==> src/shared/error_action_cfg.svh <==
`ifndef ERROR_ACTION_CFG_SVH
`define ERROR_ACTION_CFG_SVH
`define EAC_REG_OFFSET     8'h10
`define EAC_BIT_HANDLER    0
`define EAC_BIT_WEAK       1
`define EAC_BIT_CORR_DG    8
`define EAC_BIT_UNCORR     9
`define FEI_BIT_HANDLER    32
`define FEI_BIT_WEAK       33
`define EAC_WIDTH          64
`endif

==> src/shared/error_action_pkg.sv <==
package error_action_pkg;
  // Kind of reset seen by the core
  typedef enum logic [1:0] {
    RST_NONE,
    RST_HARD_POR,
    RST_OTHER
  } reset_kind_t;
endpackage

==> src/error_action_control.sv <==
`timescale 1ns/1ps
`default_nettype none
`include "error_action_cfg.svh"
// Functional notes
// - Hard power-on: weak set, rest cleared
// - Other reset: copy two bits, then clear
// - Copies land in info bits 33, 32
// - Bit 9 gates uncorrectable restrainable traps
// - Bit 8 gates corrected/degrade restrainable traps
// - Weak off: no suppression of errors
// - Weak on: suppress continuable sync errors
// - Suppressed error leaves unpredictable destination
// - Non-continuable errors always detected, trapped
// - Weak masks autonomous and restrainable traps
// - Nested error with handler sets weak
// - Handler bit says handler is running
// - Handler bit masks asynchronous trap classes
// - Handler bit decides multiple-error trap
// - Async data error trap sets handler
// - Retry or skip return clears handler
module error_action_control
  import error_action_pkg::*;
(
  input  wire logic        clk,
  input  wire logic        sys_rst,
  input  wire reset_kind_t reset_kind,
  input  wire logic        reg_wr,
  input  wire logic        reg_rd,
  input  wire logic [7:0]  reg_addr,
  input  wire logic [63:0] reg_wdata,
  output logic      [63:0] reg_rdata,
  input  wire logic        sync_error_seen,
  input  wire logic        sync_error_can_continue,
  input  wire logic        uncorr_event,
  input  wire logic        corr_degrade_event,
  input  wire logic        autonomous_urgent_error,
  input  wire logic        async_data_error_taken,
  input  wire logic        trap_return_done,
  output logic             sync_error_report,
  output logic             sync_error_suppressed,
  output logic             multiple_error_trap,
  output logic             restrainable_trap,
  output logic             autonomous_trap,
  output logic             fatal_info_capture,
  output logic             fatal_info_weak,
  output logic             fatal_info_handler,
  output logic             weak_detection,
  output logic             urgent_handler_present
);
  logic restrainable_trap_uncorr_submask;
  logic restrainable_trap_corr_degrade_submask;
  logic hit_wr;
  logic g_report;
  logic g_supp;
  logic g_multi;
  logic g_restr;
  logic g_auto;

  // Register select, shared by the write and the read path
  function automatic logic reg_sel(input logic [7:0] addr);
    return addr == `EAC_REG_OFFSET;
  endfunction

  assign hit_wr = reg_wr & reg_sel(reg_addr);

  error_trap_gate u_gate
  (
    .weak_detection                         (weak_detection),
    .urgent_handler_present                 (urgent_handler_present),
    .restrainable_trap_uncorr_submask       (restrainable_trap_uncorr_submask),
    .restrainable_trap_corr_degrade_submask (restrainable_trap_corr_degrade_submask),
    .sync_error_seen                        (sync_error_seen),
    .sync_error_can_continue                (sync_error_can_continue),
    .uncorr_event                           (uncorr_event),
    .corr_degrade_event                     (corr_degrade_event),
    .autonomous_urgent_error                (autonomous_urgent_error),
    .sync_error_report                      (g_report),
    .sync_error_suppressed                  (g_supp),
    .multiple_error_trap                    (g_multi),
    .restrainable_trap                      (g_restr),
    .autonomous_trap                        (g_auto)
  );

  // Weak-detection bit; hardware set wins over a write
  always_ff @(posedge clk)
  begin
    if (sys_rst)
      weak_detection <= 1'b0;
    else if (reset_kind == RST_HARD_POR)
      weak_detection <= 1'b1;
    else if (reset_kind == RST_OTHER)
      weak_detection <= 1'b0;
    else if (g_multi)
      weak_detection <= 1'b1;
    else if (hit_wr)
      weak_detection <= reg_wdata[`EAC_BIT_WEAK];
  end

  // Handler bit; trap entry outranks return, both outrank writes
  always_ff @(posedge clk)
  begin
    if (sys_rst || reset_kind != RST_NONE)
      urgent_handler_present <= 1'b0;
    else if (async_data_error_taken)
      urgent_handler_present <= 1'b1;
    else if (trap_return_done)
      urgent_handler_present <= 1'b0;
    else if (hit_wr)
      urgent_handler_present <= reg_wdata[`EAC_BIT_HANDLER];
  end

  // Submasks are software-only
  always_ff @(posedge clk)
  begin
    if (sys_rst || reset_kind != RST_NONE)
    begin
      restrainable_trap_uncorr_submask       <= 1'b0;
      restrainable_trap_corr_degrade_submask <= 1'b0;
    end
    else if (hit_wr)
    begin
      restrainable_trap_uncorr_submask       <= reg_wdata[`EAC_BIT_UNCORR];
      restrainable_trap_corr_degrade_submask <= reg_wdata[`EAC_BIT_CORR_DG];
    end
  end

  // Copy into fatal-info uses pre-reset values, so it is taken first
  always_ff @(posedge clk)
  begin
    if (sys_rst)
    begin
      fatal_info_capture <= 1'b0;
      fatal_info_weak    <= 1'b0;
      fatal_info_handler <= 1'b0;
    end
    else
    begin
      fatal_info_capture <= (reset_kind == RST_OTHER);
      if (reset_kind == RST_OTHER)
      begin
        fatal_info_weak    <= weak_detection;
        fatal_info_handler <= urgent_handler_present;
      end
    end
  end

  // Registered read; unused bits stay zero
  always_ff @(posedge clk)
  begin
    if (sys_rst)
      reg_rdata <= 64'h0;
    else if (reg_rd && reg_sel(reg_addr))
    begin
      reg_rdata <= 64'h0;
      reg_rdata[`EAC_BIT_WEAK]    <= weak_detection;
      reg_rdata[`EAC_BIT_HANDLER] <= urgent_handler_present;
      reg_rdata[`EAC_BIT_UNCORR]  <= restrainable_trap_uncorr_submask;
      reg_rdata[`EAC_BIT_CORR_DG] <= restrainable_trap_corr_degrade_submask;
    end
    else
      reg_rdata <= 64'h0;
  end

  // Trap decisions registered so outputs come from flops
  always_ff @(posedge clk)
  begin
    if (sys_rst)
    begin
      sync_error_report     <= 1'b0;
      sync_error_suppressed <= 1'b0;
      multiple_error_trap   <= 1'b0;
      restrainable_trap     <= 1'b0;
      autonomous_trap       <= 1'b0;
    end
    else
    begin
      sync_error_report     <= g_report;
      sync_error_suppressed <= g_supp;
      multiple_error_trap   <= g_multi;
      restrainable_trap     <= g_restr;
      autonomous_trap       <= g_auto;
    end
  end
endmodule
`default_nettype wire

==> src/error_trap_gate.sv <==
`timescale 1ns/1ps
`default_nettype none
`include "error_action_cfg.svh"
module error_trap_gate
(
  input  wire logic weak_detection,
  input  wire logic urgent_handler_present,
  input  wire logic restrainable_trap_uncorr_submask,
  input  wire logic restrainable_trap_corr_degrade_submask,
  input  wire logic sync_error_seen,
  input  wire logic sync_error_can_continue,
  input  wire logic uncorr_event,
  input  wire logic corr_degrade_event,
  input  wire logic autonomous_urgent_error,
  output logic      sync_error_report,
  output logic      sync_error_suppressed,
  output logic      multiple_error_trap,
  output logic      restrainable_trap,
  output logic      autonomous_trap
);
  // Weak detection hides only errors the pipe can ride through
  assign sync_error_suppressed = sync_error_seen & weak_detection & sync_error_can_continue;
  assign sync_error_report = sync_error_seen & ~sync_error_suppressed;
  // Nested error while a handler already runs
  assign multiple_error_trap = sync_error_report & urgent_handler_present;
  // Both control bits mask the asynchronous trap classes
  assign autonomous_trap = autonomous_urgent_error & ~weak_detection & ~urgent_handler_present;
  assign restrainable_trap = ~weak_detection & ~urgent_handler_present &
    ((uncorr_event & restrainable_trap_uncorr_submask) |
     (corr_degrade_event & restrainable_trap_corr_degrade_submask));
endmodule
`default_nettype wire

==> config.mk <==
export PLATFORM = sky130hd
export DESIGN_NAME = error_action_control
export DESIGN_NICKNAME = d
export VERILOG_FILES = /design/src/shared/error_action_pkg.sv /design/src/error_action_control.sv /design/src/error_trap_gate.sv
export VERILOG_INCLUDE_DIRS = /design/src /design/src/shared
export SDC_FILE = /design/constraint.sdc
export NUM_CORES = 1
export LEC_CHECK = 0
export ABC_AREA = 0
export BUFFER_PORTS_ARGS = -buffer_cell sky130_fd_sc_hd__buf_4
export CAP_MARGIN = 20
export CORE_MARGIN = 10
export CORE_UTILIZATION = 30
export DETAILED_ROUTE_END_ITERATION = 7
export PLACE_DENSITY = 0.81
export SYNTH_ARGS = -nofsm -noshare
export SYNTH_HDL_FRONTEND = slang
export SYNTH_SLANG_ARGS = --single-unit
==> constraint.sdc <==
create_clock -name clk -period 1.9 [get_ports clk]
set_clock_uncertainty 0.15 [all_clocks]
set_input_delay 0.285 -clock clk [delete_from_list [all_inputs] [get_ports clk]]
set_output_delay 0.285 -clock clk [all_outputs]
set_load 0.05 [all_outputs]
==> out/results.ini <==
[drt]
dr.first_iter.drc_count=29
first_pass_iters=4
drt-total-wl_mm=2.61
num_vias=728
drc_errors=0
antenna_left=0
wl_per_cell_um=12.7
avgViaCountPerCell=3.53

[power]
p_int_w=0.000583
p_per_area_nw_per_um2=807
ir_worst_vdd_mv=0.216
leakagePower_nw=0.665
netSwitchingFraction=0.433
comb_power_share=0.368
seq_power_share=0.341
power_frac_clock=0.290
p_sw_w=0.000445

[clock_network]
hold_buffers=0
clk_pin_slew_ps=60
cts_inserted_buffers=3
cts-root-buf=clkbuf_8
cts_tree=done
cts.sinks=16
post_cts_buffers=0
htree_levels=1
cts-resized-gates=0
cts_buffer_depth=2
clk_latency_ps=250

[grt]
grt_overflow=0
grt_pass1_vias=803
grt_first_pass_wirelength_mm=3.61
grt_antenna_before_repair=0
grt_use_total=0.0685
grt_start_max_net_pins=10

[sta]
setup_violations=0
fin_crit_ps=1470
fin_hold_ws_ps=91.0
hold_viol=0
max_clock_freq_mhz=680
fin_crit_sh=0.774
maxSlewViolCount=0
grt_setup_unrepaired=false
fin_tns_setup_ps=0

[worst_setup_path]
worst-path-max-fanout=8
cp-end-kind=register
cp.arrival_ps=1460
cp_data_required_time_ps=1890
path_class=register to register
start_kind=register

[synth]
synth.distinct_cells=24
synth.mux.area_fraction=0.0362
yosys_warnings=0
yosysSeqAreaShare=0.290
synthAdderAreaFrac=0.0340
synth-compound-area-share=0.0521
ys_ff_latch=16
synth_area_per_cell_um2=9.28
synth_top_family_by_area=buffers and inverters
netlist_area_um2=1100
synthSimpleGateAreaFrac=0.163
synthCells=119
synth-xor-area-share=0

[flow_run]
maxCapViolCount=0

[floorplan]
io_pins=159
die_y_um=80.7
dieArea_um2=6510
initial_core_util=0.321
die_x_um=80.7
design.core.area_um2=3440
rows=21

[final_layout]
syn_to_final_growth_pct=15.3
multi_input_area_um2=541
diodes=0
fillers=384
seqCellArea_um2=320
drive_gt1_frac=0.294
top_register=reg_rdata
final_util=0.370
largest_register_ffs=4
final_cell_mix=60 x conb_1, 38 x buf_4, 16 x dfxtp_1
nets=249
layout_commonest_cell=conb_1

[placement]
place_hpwl_mm=2.27
routabilityCongestion=0.750
portBuffers=38

[hold_path]
hold_path_class=input pin to register

[run_status]
status=completed

-- stage by stage --
| step | cell area, um^2 | std cells | setup slack, ps | total power [W] |
|---|---|---|---|---|
| after CTS | 1270 | 206 | 439 | 0.00103 |
| after global routing | 1270 | 206 | 385 | 0.00106 |
| after global placement | 1220 | 202 | 290 | 0.000728 |
| final | 1270 | 206 | 430 | 0.00103 |
| after detailed placement | 1220 | 202 | 275 | 0.000730 |
| after floorplan | 1330 | 178 | 216 | 0.000763 |
-- cell usage after synthesis --
cell       number  area [um^2]
nor4b_1         2         17.5
and2_1          5         31.3
nand3_2         1         10.0
a311oi_1        1         8.76
inv_1           4         15.0
a22oi_1         1         7.51
nor2b_1         2         12.5
a21oi_1         1         5.00
a31oi_1         1         6.26
dfxtp_1        16          320
a41o_1          1         10.0
nor2_1          5         18.8
and3_4          1         11.3
mux2i_1         4         40.0
a311o_1         1         10.0
nor4_1          2         12.5
nor4b_4         1         23.8
and4_2          1         10.0
conb_1          1         3.75
nand2_1         3         11.3
ha_1            3         37.5
buf_4          60          450
a2111oi_1       1         10.0
nor4_4          1         21.3
-- cell type report --
type,instances,area share
multi-input combinational,98,0.424
inverter,4,0.0118
tap,46,0.0452
clock buffer,4,0.0432
sequential,16,0.251
timing repair buffer,38,0.224
-- critical path: stages, from the launching register on --
cell and delay, ps:
dfxtp_1 480, nand2_1 150, a311oi_1 300, a2111oi_1 90, a41o_1 200
-- final timing paths --
kind         cells past startpoint  slack (ps)                                           startpoint                            to
min reg2reg                      1         350  restrainable_trap_corr_degrade_submask$_SDFFE_PP0P_       reg_rdata[8]$_SDFF_PP0_
min                              2          90                              sync_error_can_continue  sync_error_report$_SDFF_PP0_
max reg2reg                      4         430                          weak_detection$_SDFFE_PP0P_   weak_detection$_SDFFE_PP0P_
max                              4         430                          weak_detection$_SDFFE_PP0P_   weak_detection$_SDFFE_PP0P_
-- power by group through the flow --
stage                     logic (W)  registers (W)  clock network (W)
final                      0.000379       0.000351           0.000298
after global placement     0.000370       0.000358                  0
after CTS                  0.000372       0.000351           0.000305
after detailed placement   0.000372       0.000359                  0
after floorplan            0.000378       0.000384                  0
after global routing       0.000393       0.000352           0.000316
-- logic make-up after synthesis --
family          Yosys count
buf+inv                  64
simple gates             24
flops                    16
compound gates            7
mux                       4
fa+ha+maj                 3
other cells               1
-- per-layer routing --
| metal | share of wire | vias up | global-route usage |
|---|---|---|---|
| met1 | 0.40 | 317 | 0.0674 |
| met3 | 0.11 | 0 | 0.0312 |
| met4 | 0 | 0 | 0.0311 |
| li1 | - | 353 | - |
| met5 | 0 | - | 0 |
| met2 | 0.49 | 58 | 0.120 |
(Power assumes the default switching activity.)
